`src/design/cda_pkg.sv`:
```
// shared constants and types for the codirectional octet aligner
package cda_pkg;

    localparam int          OCT_BITS      = 8;
    localparam int          MISS_LIMIT    = 8;
    localparam int          SYNC_W        = 7;

    localparam logic [3:0]  ADDR_CTRL     = 4'h0;
    localparam logic [3:0]  ADDR_MASK     = 4'h4;
    localparam logic [3:0]  ADDR_STATUS   = 4'h8;
    localparam logic [3:0]  ADDR_STATE    = 4'hC;

    localparam int          ST_REPEAT     = 0;
    localparam int          ST_DELETE     = 1;
    localparam int          ST_ALARM      = 2;
    localparam int          ST_MISS       = 3;
    localparam int          ST_W          = 4;

    localparam logic [1:0]  CTRL_RST      = 2'h0;
    localparam logic [3:0]  MASK_RST      = 4'h0;
    localparam logic [31:0] RDATA_UNMAP   = 32'h0000_0000;

    // input bit positions in the synchroniser bundle
    localparam int          IN_POS_N      = 0;
    localparam int          IN_NEG_N      = 1;
    localparam int          IN_LINE_CLK   = 2;
    localparam int          IN_PCM_CLK    = 3;
    localparam int          IN_TSLOT      = 4;
    localparam int          IN_BLS        = 5;
    localparam int          IN_BLANK      = 6;

    typedef enum logic [1:0] {
        OUT_IDLE  = 2'b00,
        OUT_SHIFT = 2'b01,
        OUT_DONE  = 2'b11
    } cda_out_state_t;

endpackage

```
`src/design/cda_block_decoder.sv`:
```
// decodes one four-unit code block per data bit from the two mark rails
`timescale 1ns/1ps
module cda_block_decoder (
    input  wire logic clock_i,
    input  wire logic srst_i,
    input  wire logic tick_i,
    input  wire logic pos_mark_i,
    input  wire logic neg_mark_i,
    output logic      bit_valid_o,
    output logic      bit_value_o,
    output logic      violation_o
);
    logic phase_reg;
    logic pol_reg;
    logic last_pol_reg;

    // two half-bit samples per block; every block opens with a mark
    always_ff @(posedge clock_i) begin
        if (srst_i) begin
            phase_reg    <= 1'b0;
            pol_reg      <= 1'b0;
            last_pol_reg <= 1'b0;
            bit_valid_o  <= 1'b0;
            bit_value_o  <= 1'b0;
            violation_o  <= 1'b0;
        end else begin
            bit_valid_o <= 1'b0;
            if (tick_i) begin
                if (!phase_reg) begin
                    // hunt for a block start: no mark means slip half a bit
                    if (pos_mark_i || neg_mark_i) begin
                        pol_reg   <= pos_mark_i;
                        phase_reg <= 1'b1;
                    end
                end else begin
                    // 1100 leaves the second half empty, 1010 marks it
                    bit_value_o  <= !(pos_mark_i || neg_mark_i);
                    // blocks alternate; an equal polarity is the octet marker
                    violation_o  <= (pol_reg == last_pol_reg);
                    last_pol_reg <= pol_reg;
                    bit_valid_o  <= 1'b1;
                    phase_reg    <= 1'b0;
                end
            end
        end
    end
endmodule

```
`src/design/cda_octet_align.sv`:
```
// receive octet alignment, blanking, alarm and slip control for the 64k line
// Summary of operation
// - missing violations: keep octet framing from the last violation seen
// - with supervision high, data stays valid without new violations
// - supervision low and violation missing: pcm output forced high
// - octet alarm rises after eight consecutive missing violations
// - blanking input high forces every output bit to one
// - line rate in, local pcm clock rate out, buffered between them
// - slow pcm clock drops an octet; fast pcm clock repeats one
// - slips act on whole octets only
// - repeat flag high while a repeated octet is being sent
// - delete flag high when a received octet is discarded
// - each line bit is four unit intervals, one code block
// - one codes as 1100, zero as 1010
// - consecutive blocks alternate polarity
// - every eighth block violates; it is the octet's last bit
// - eight bits out, one per pcm clock rise, inside the time slot
// - two octet stores alternate: one fills, the other is read
`timescale 1ns/1ps
module cda_octet_align (
    input  wire logic                 clock_i,
    input  wire logic                 srst_i,
    input  wire logic                 pos_mark_n_i,
    input  wire logic                 neg_mark_n_i,
    input  wire logic                 line_clk_i,
    input  wire logic                 local_pcm_clock_i,
    input  wire logic                 rx_timeslot_i,
    input  wire logic                 byte_lock_supervision_i,
    input  wire logic                 blanking_i,
    input  wire logic [3:0]           addr_i,
    input  wire logic [31:0]          wdata_i,
    input  wire logic                 wr_i,
    input  wire logic                 rd_i,
    output logic      [31:0]          rdata_o,
    output logic                      pcm_serial_out_o,
    output logic                      octet_repeat_flag_o,
    output logic                      octet_delete_flag_o,
    output logic                      octet_alarm_o,
    output logic                      irq_o
);
    import cda_pkg::*;

    logic [SYNC_W-1:0] pins_s;
    logic              line_clk_q_reg;
    logic              pcm_clk_q_reg;
    logic              line_tick;
    logic              pcm_tick;
    logic              bit_valid;
    logic              bit_value;
    logic              violation;

    logic [2:0]        bit_cnt_reg;
    logic [7:0]        shift_in_reg;
    logic              viol_seen_reg;
    logic [3:0]        miss_cnt_reg;
    logic              octet_done;
    logic              octet_missed;

    logic [7:0]        store_reg [2];
    logic [1:0]        blank_reg;
    logic              wr_sel_reg;
    logic [1:0]        fresh_reg;

    cda_out_state_t    out_state_reg;
    logic [7:0]        out_sr_reg;
    logic [2:0]        out_cnt_reg;
    logic              out_blank_reg;
    logic              burst_start;
    logic              pcm_force_one;

    logic [1:0]        ctrl_reg;
    logic [ST_W-1:0]   mask_reg;
    logic [ST_W-1:0]   status_reg;
    logic [ST_W-1:0]   status_next;
    logic [ST_W-1:0]   events;

    cda_sync #(
        .W       (SYNC_W)
    ) u_sync (
        .clock_i (clock_i),
        .srst_i  (srst_i),
        .async_i ({blanking_i, byte_lock_supervision_i, rx_timeslot_i,
                   local_pcm_clock_i, line_clk_i, neg_mark_n_i, pos_mark_n_i}),
        .sync_o  (pins_s)
    );

    // edges are taken from the synchronised copies only
    always_ff @(posedge clock_i) begin
        if (srst_i) begin
            line_clk_q_reg <= 1'b0;
            pcm_clk_q_reg  <= 1'b0;
        end else begin
            line_clk_q_reg <= pins_s[IN_LINE_CLK];
            pcm_clk_q_reg  <= pins_s[IN_PCM_CLK];
        end
    end

    assign line_tick = pins_s[IN_LINE_CLK] && !line_clk_q_reg;
    assign pcm_tick  = pins_s[IN_PCM_CLK] && !pcm_clk_q_reg;

    cda_block_decoder u_dec (
        .clock_i     (clock_i),
        .srst_i      (srst_i),
        .tick_i      (line_tick),
        .pos_mark_i  (!pins_s[IN_POS_N]),
        .neg_mark_i  (!pins_s[IN_NEG_N]),
        .bit_valid_o (bit_valid),
        .bit_value_o (bit_value),
        .violation_o (violation)
    );

    // a violation ends the octet; otherwise the counter free-runs
    assign octet_done   = bit_valid && (violation || bit_cnt_reg == 3'(OCT_BITS - 1));
    assign octet_missed = octet_done && !violation;

    always_ff @(posedge clock_i) begin
        if (srst_i) begin
            bit_cnt_reg  <= 3'h0;
            shift_in_reg <= 8'h00;
        end else if (bit_valid) begin
            shift_in_reg <= {shift_in_reg[6:0], bit_value};
            if (violation) begin
                bit_cnt_reg <= 3'h0;
            end else begin
                bit_cnt_reg <= bit_cnt_reg + 3'h1;
            end
        end
    end

    // alarm counts consecutive missing markers and clears on the next one
    always_ff @(posedge clock_i) begin
        if (srst_i) begin
            miss_cnt_reg  <= 4'h0;
            octet_alarm_o <= 1'b0;
            viol_seen_reg <= 1'b0;
        end else if (octet_done) begin
            if (violation) begin
                miss_cnt_reg  <= 4'h0;
                octet_alarm_o <= 1'b0;
                viol_seen_reg <= 1'b1;
            end else if (miss_cnt_reg != 4'(MISS_LIMIT)) begin
                miss_cnt_reg  <= miss_cnt_reg + 4'h1;
                if (miss_cnt_reg == 4'(MISS_LIMIT - 1)) begin
                    octet_alarm_o <= 1'b1;
                end
            end
        end
    end

    // ping-pong stores; the blank mark travels with each octet
    always_ff @(posedge clock_i) begin
        if (srst_i) begin
            store_reg[0] <= 8'hFF;
            store_reg[1] <= 8'hFF;
            blank_reg    <= 2'h3;
            wr_sel_reg   <= 1'b0;
        end else if (octet_done) begin
            store_reg[wr_sel_reg] <= {shift_in_reg[6:0], bit_value};
            // supervision high keeps framing from the last marker valid
            blank_reg[wr_sel_reg] <= !viol_seen_reg
                || (octet_missed && !pins_s[IN_BLS]);
            wr_sel_reg            <= !wr_sel_reg;
        end
    end

    // fresh flags an unread octet; a second one goes to the other store and is read in its place
    always_ff @(posedge clock_i) begin
        if (srst_i) begin
            fresh_reg           <= 2'h0;
            octet_delete_flag_o <= 1'b0;
        end else begin
            if (burst_start) begin
                octet_delete_flag_o <= 1'b0;
            end
            if (octet_done && fresh_reg != 2'h0 && !burst_start) begin
                octet_delete_flag_o <= 1'b1;
            end
            if (burst_start) begin
                fresh_reg <= octet_done ? 2'h1 : 2'h0;
            end else if (octet_done) begin
                fresh_reg <= 2'h1;
            end
        end
    end

    assign burst_start   = pcm_tick && pins_s[IN_TSLOT] && out_state_reg == OUT_IDLE;
    assign pcm_force_one = pins_s[IN_BLANK] || ctrl_reg[0];

    // output burst runs on the local clock, independent of the line rate
    always_ff @(posedge clock_i) begin
        if (srst_i) begin
            out_state_reg       <= OUT_IDLE;
            out_sr_reg          <= 8'hFF;
            out_cnt_reg         <= 3'h0;
            out_blank_reg       <= 1'b1;
            octet_repeat_flag_o <= 1'b0;
        end else begin
            case (out_state_reg)
                OUT_IDLE: begin
                    if (burst_start) begin
                        // most recent completed store; none new means repeat
                        out_sr_reg          <= {store_reg[!wr_sel_reg][6:0], 1'b1};
                        out_blank_reg       <= blank_reg[!wr_sel_reg];
                        out_cnt_reg         <= 3'h0;
                        octet_repeat_flag_o <= (fresh_reg == 2'h0);
                        out_state_reg       <= OUT_SHIFT;
                    end
                end
                OUT_SHIFT: begin
                    if (pcm_tick) begin
                        out_sr_reg  <= {out_sr_reg[6:0], 1'b1};
                        out_cnt_reg <= out_cnt_reg + 3'h1;
                        if (out_cnt_reg == 3'(OCT_BITS - 1)) begin
                            out_state_reg <= OUT_DONE;
                        end
                    end
                end
                OUT_DONE: begin
                    octet_repeat_flag_o <= 1'b0;
                    if (!pins_s[IN_TSLOT]) begin
                        out_state_reg <= OUT_IDLE;
                    end
                end
                default: begin
                    out_state_reg <= OUT_IDLE;
                end
            endcase
        end
    end

    // idle line is high so the slot framing never shows stray zeros
    always_ff @(posedge clock_i) begin
        if (srst_i) begin
            pcm_serial_out_o <= 1'b1;
        end else if (pcm_force_one) begin
            pcm_serial_out_o <= 1'b1;
        end else if (burst_start) begin
            pcm_serial_out_o <= store_reg[!wr_sel_reg][7]
                || blank_reg[!wr_sel_reg];
        end else if (out_state_reg == OUT_SHIFT && pcm_tick) begin
            pcm_serial_out_o <= (out_cnt_reg == 3'(OCT_BITS - 1)) ? 1'b1
                : (out_sr_reg[7] || out_blank_reg);
        end
    end

    assign events[ST_REPEAT] = burst_start && fresh_reg == 2'h0;
    assign events[ST_DELETE] = octet_done && fresh_reg != 2'h0 && !burst_start;
    assign events[ST_ALARM]  = octet_missed && miss_cnt_reg == 4'(MISS_LIMIT - 1);
    assign events[ST_MISS]   = octet_missed;

    // a read clears the status, an event in the same cycle still sets
    always_comb begin
        status_next = status_reg;
        if (rd_i && addr_i == ADDR_STATUS) begin
            status_next = '0;
        end
        status_next = status_next | events;
    end

    always_ff @(posedge clock_i) begin
        if (srst_i) begin
            ctrl_reg   <= CTRL_RST;
            mask_reg   <= MASK_RST;
            status_reg <= '0;
        end else begin
            status_reg <= status_next;
            if (wr_i && addr_i == ADDR_CTRL) begin
                ctrl_reg <= wdata_i[1:0];
            end
            if (wr_i && addr_i == ADDR_MASK) begin
                mask_reg <= wdata_i[ST_W-1:0];
            end
        end
    end

    always_ff @(posedge clock_i) begin
        if (srst_i) begin
            rdata_o <= RDATA_UNMAP;
        end else if (rd_i) begin
            case (addr_i)
                ADDR_CTRL:   rdata_o <= {30'h0000_0000, ctrl_reg};
                ADDR_MASK:   rdata_o <= {28'h000_0000, mask_reg};
                ADDR_STATUS: rdata_o <= {28'h000_0000, status_reg};
                ADDR_STATE:  rdata_o <= {22'h00_0000, out_state_reg, fresh_reg,
                                         miss_cnt_reg, wr_sel_reg, octet_alarm_o};
                default:     rdata_o <= RDATA_UNMAP;
            endcase
        end else begin
            rdata_o <= RDATA_UNMAP;
        end
    end

    assign irq_o = |(status_reg & mask_reg);
endmodule

```
`src/design/cda_sync.sv`:
```
// two flip-flop synchroniser for a bundle of pin levels
`timescale 1ns/1ps
module cda_sync #(
    parameter int W = 1
) (
    input  wire logic         clock_i,
    input  wire logic         srst_i,
    input  wire logic [W-1:0] async_i,
    output logic      [W-1:0] sync_o
);
    logic [W-1:0] meta_reg;

    // the first stage feeds only the second stage
    always_ff @(posedge clock_i) begin
        if (srst_i) begin
            meta_reg <= '0;
            sync_o   <= '0;
        end else begin
            meta_reg <= async_i;
            sync_o   <= meta_reg;
        end
    end
endmodule

```
`config.mk`:
```
export PLATFORM = sky130hd
export DESIGN_NAME = cda_octet_align
export DESIGN_NICKNAME = d
export VERILOG_FILES = /design/src/design/cda_pkg.sv /design/src/design/cda_block_decoder.sv /design/src/design/cda_octet_align.sv /design/src/design/cda_sync.sv
export SDC_FILE = /design/constraint.sdc
export NUM_CORES = 1
export LEC_CHECK = 0
export BUFFER_PORTS_ARGS = -buffer_cell sky130_fd_sc_hd__buf_2
export CORE_MARGIN = 5
export CORE_UTILIZATION = 58
export CTS_CLUSTER_SIZE = 8
export DETAILED_ROUTE_END_ITERATION = 16
export GPL_TIMING_DRIVEN = 0
export PLACE_DENSITY = 0.84
export RECOVER_POWER = 100
export SKIP_LAST_GASP = 1
export SLEW_MARGIN = 25
export SYNTH_ARGS = -nofsm -noshare
export SYNTH_HDL_FRONTEND = slang
export SYNTH_SLANG_ARGS = --single-unit
```
`constraint.sdc`:
```
create_clock -name clock_i -period 4.4 [get_ports clock_i]
set_clock_uncertainty 0.2 [all_clocks]
set_input_delay 0.88 -clock clock_i [delete_from_list [all_inputs] [get_ports clock_i]]
set_output_delay 0.88 -clock clock_i [all_outputs]
set_load 0.02 [all_outputs]
```
* After elaboration in Yosys (flattened, before gate mapping)
Memory sizes are Yosys's and may differ from the RTL's.
Index checks and enable logic that the tools add are counted.
** Word-level totals
- RAM bits :: 16
- Bits of input ports :: 47
- Word-level logic and storage cells :: 157
- Flip-flop bits (word level) :: 102
- Memories kept :: 1
** Memories
- store_reg :: depth 2, bits a word 8, rd ports 1, clocked after memory_dff 0, write ports 2, RTL line cda_octet_align.sv:59 : logic [7:0] store_reg [2];
** Operators by class
- Order comparisons :: 3
- Equal/unequal tests :: 14
- Add/sub/neg operators :: 3
- Reductions and logical operators :: 57
- Bitwise gates (word level) :: 5
- Mux-type cells :: 45
** Operator list (count)
- 10-bit one-hot mux with 4 select lines :: 1
- 8-bit 2-to-1 mux :: 3
- 1-bit 2-to-1 mux :: 23
- 1-bit logical AND :: 16
- 8-bit one-hot mux with 2 select lines :: 1
- 2-bit nonzero test :: 8
- 2-bit 2-to-1 mux :: 6
- 4-bit 2-to-1 mux :: 3
- 1-bit zero test :: 10
- 2-bit AND reduction :: 5
- 3-bit 2-to-1 mux :: 3
- 3-bit AND reduction :: 3
- 4-bit by 3-bit == test with 1-bit output (second input constant) :: 2
- 4-bit == test (second input constant) :: 2
- 8-bit OR reduction :: 1
- 3-bit by 1-bit adder with 3-bit output (second input constant) :: 2
- 3-bit == test (second input constant) :: 2
- 1-bit logical OR :: 6
- 2-bit inequality test (second input constant) :: 3
- 2-bit one-hot mux with 3 select lines :: 1
- 3-bit one-hot mux with 2 select lines :: 1
- 2-bit OR reduction :: 3
- 4-bit by 1-bit adder with 4-bit output (second input constant) :: 1
- 4-bit AND :: 1
- other kinds (16) :: 20

* Depth between registers and ports, before layout
- Depth after elaboration :: 8
- Gate-level depth with buffers :: 7
- Mapped depth without buffers :: 6

* Cells and area by module
A second synthesis with hierarchy kept.
** Unflattened totals
- Cells, all modules :: 392
- Area, all modules :: 3967.6 um2
** Modules (own cells, without submodules)
- cda_octet_align :: cells an instance 338, instances 1, area each 3331.9 um2
- cda_sync :: cells an instance 29, instances 1, area each 407.9 um2
- cda_block_decoder :: cells an instance 25, instances 1, area each 227.7 um2

* Least setup slack after synthesis
Ideal clock, no wire load.
- Path kind :: input -> register
- Start :: in srst_i
- End :: mem store_reg[0][0] (data pin)
- Path buffers :: 1
- Cell stages on the path :: 3
- Arrival :: 1810 ps
- Data required time :: 3942 ps
- Slack :: 2132 ps
- Library setup time :: 258 ps
- Path through :: clkbuf_1 nor3_1 or2b_1
** RTL lines
- start, declared :: RTL line cda_octet_align.sv:22 : input wire logic srst_i,
- end, declared :: RTL line cda_octet_align.sv:59

==> results.ini <==
[timing]
hold_viol_final=0
fmax_mhz=413.9
slew_headroom_pct=39.20
maxSlewViolCount=0
period_minus_slack_ps=2416
finalSetupViolCount=0
final.setup.tns_ps=0
timing.final.ws_setup_ps=1984
worst_pin_slew_ps=910.1
rsz0062_at_grt=no
min_period_over_period_pct=54.91

[pwr]
p_per_area_nw_per_um2=344.3
leakage_nw=1.625
peakVddDrop_mv=0.2871

[synth]
syn_area_per_cell_um2=10.23
netlist.area_leader.share_pct=40.08
synth-edff-count=16
ys_ff_latch=93
async_reset_ff_share_pct=0
ys_top_cells_by_area=dfxtp_1, edfxtp_1, mux2i_1
yosysUniqueCellTypes=51
synth_top_area_cell=dfxtp_1
synthCells=376
synth_top_flop_cell=dfxtp_1
ys_seq_area_share_pct=52.57
yosysWarnings=0
syn_area_um2=3846

[placement]
routabilityCongestion=0.8660
place_ws_ps=1773
port_buffers=29
dp_hpwl_um=5286

[setup_path]
end_kind=flop
path_class=input pin to flop
worstPathRequired_ps=4190
crit_arrival_ps=2200
startpoint_type=input pin
cp_max_fo=10
rr_startpoint=bit_cnt_reg[0]
reg2reg_slack_ps=2060
rr_worst_depth=5
r2r_end=store_reg[1][6]

[clock_network]
root_buffer=clkbuf_8
cts_resized=0
postCtsSetupRepairBufs=0
hold_buffers=0
tritoncts=yes
clock_path_buffers=2
cts_htree_levels=3
insertion_delay_ps=360
cts_inserted_buffers=9
numClockSinks=93
clk_transition_reported_paths_ps=90

[final_layout]
area_growth_syn_to_layout_pct=12.04
drive_above_1_share_pct=14.00
nNetsFinal=491
n_antenna_cell=0
layout_commonest_cell=dfxtp_1
largest_reg_flops=16
most-common-layout-cells=dfxtp_1, nor2_1, clkbuf_1

[global_routing]
grt_pass1_wl_um=11860
grt_overflow=0
grt_max_degree=17
grt_usage_pct=17.40
grt_pass1_vias=2610
antenna_found_initial=0

[floorplanning]
num_rows=29
die_w_um=91.44
die_h_um=91.44
die_area_um2=8360
coreArea_um2=6386
initial_core_util_pct=60.23
io_pins=84

[min_path]
hold_start=u_sync.meta_reg[3]
hold_class=flop to flop
holdPathEnd=u_sync.sync_o[3]
worstHoldPathCells=1

[routing]
drt_iter0_drc=134
vias=2658
firstDrtPassIters=5
wl_per_cell_um=13.40
drt_wl_total_um=6967
route.detailed.drc=0
ant_nets=0
vias_per_cell=5.112

[run_status]
status=completed

[run]
drv_cap=0

[synthesized netlist by cell type (all sizes together) (3+ instances only)]
library cell and n:
nand3 3, nor3 7, dfxtp 77, a22oi 4
nand2b 19, nand2 11, ha 6, nor2b 23
a211oi 6, buf 35, o21ai 7, nor3b 5
and2 4, nor2 50, mux2i 23, nand3b 7
edfxtp 16, a211o 7, a21oi 18, inv 6
clkbuf 9
[per-layer routing]
metal	GRT usage, %	vias up	share of wire, %
met3	4.711	13	7.8
met4	7.702	0	1.7
li1	-	1369	-
met5	0	-	0
met2	28.46	79	50
met1	21.43	1197	41
[power breakdown]
group	switching, mW	leakage (nW)	internal [mW]
sequential	0.00491	0.732	0.873
clock	0.295	0.0924	0.228
combinational	0.0497	0.800	0.0323
total	0.350	1.62	1.13
[cells by family (layout without fill, tap and decap cells)]
| group | count (synthesis) | count (layout) | share of synthesized area [%] |
|---|---|---|---|
| flip-flops | 93 | 93 | 52.57 |
| XOR/XNOR | 4 | 4 | 0.9110 |
| multiplexers | 27 | 27 | 7.742 |
| other | 1 | 23 | 0.09750 |
| AO/OA/AOI/OAI | 57 | 57 | 9.922 |
| adder cells (fa/ha/maj) | 6 | 6 | 1.952 |
| AND/OR/NAND/NOR | 138 | 138 | 19.16 |
| buffers and inverters | 50 | 95 | 7.644 |
[per-stage QoR]
stage	hold WS [ps]	utilization (%)	power (mW)	cells	area, um^2
5_1_grt	251.3	67.48	1.544	520	4309
2_1_floorplan	213.8	-	0.9617	398	3929
3_3_place_gp	218.6	65.30	0.9784	504	4170
4_1_cts	244.5	68.18	1.495	520	4354
6_report	242.7	67.48	1.484	520	4309
3_5_place_dp	222.0	65.30	0.9803	504	4170
[area by class of cell]
cell class,instances,area [um^2]
clock inverter,5,42.54
buffer,44,260.3
multi-input combinational,255,1597
sequential,93,2022
clock buffer,11,141.4
timing repair buffer,29,127.6
fill,510,2077
tap,77,96.34
inverter,6,22.52
[critical path, cell delays in order]
cell and delay, ps:
clkbuf_1 370, clkbuf_1 450, or2_0 500
[worst max-delay path by stage]
stage | slack [ps] | endpoint | depth (start not counted) | from
after floorplan | 2130 | store_reg[0][0] | 3 | srst_i
after global routing | 1840 | store_reg[1][6] | 5 | bit_cnt_reg[0]
after detailed placement | 1770 | ctrl_reg[0] | 4 | srst_i
after CTS | 2160 | out_cnt_reg[2] | 4 | srst_i
after global placement | 1760 | u_dec.phase_reg | 4 | srst_i
final | 1980 | store_reg[0][2] | 3 | srst_i
No activity file was read; power rests on OpenSTA's default activity.
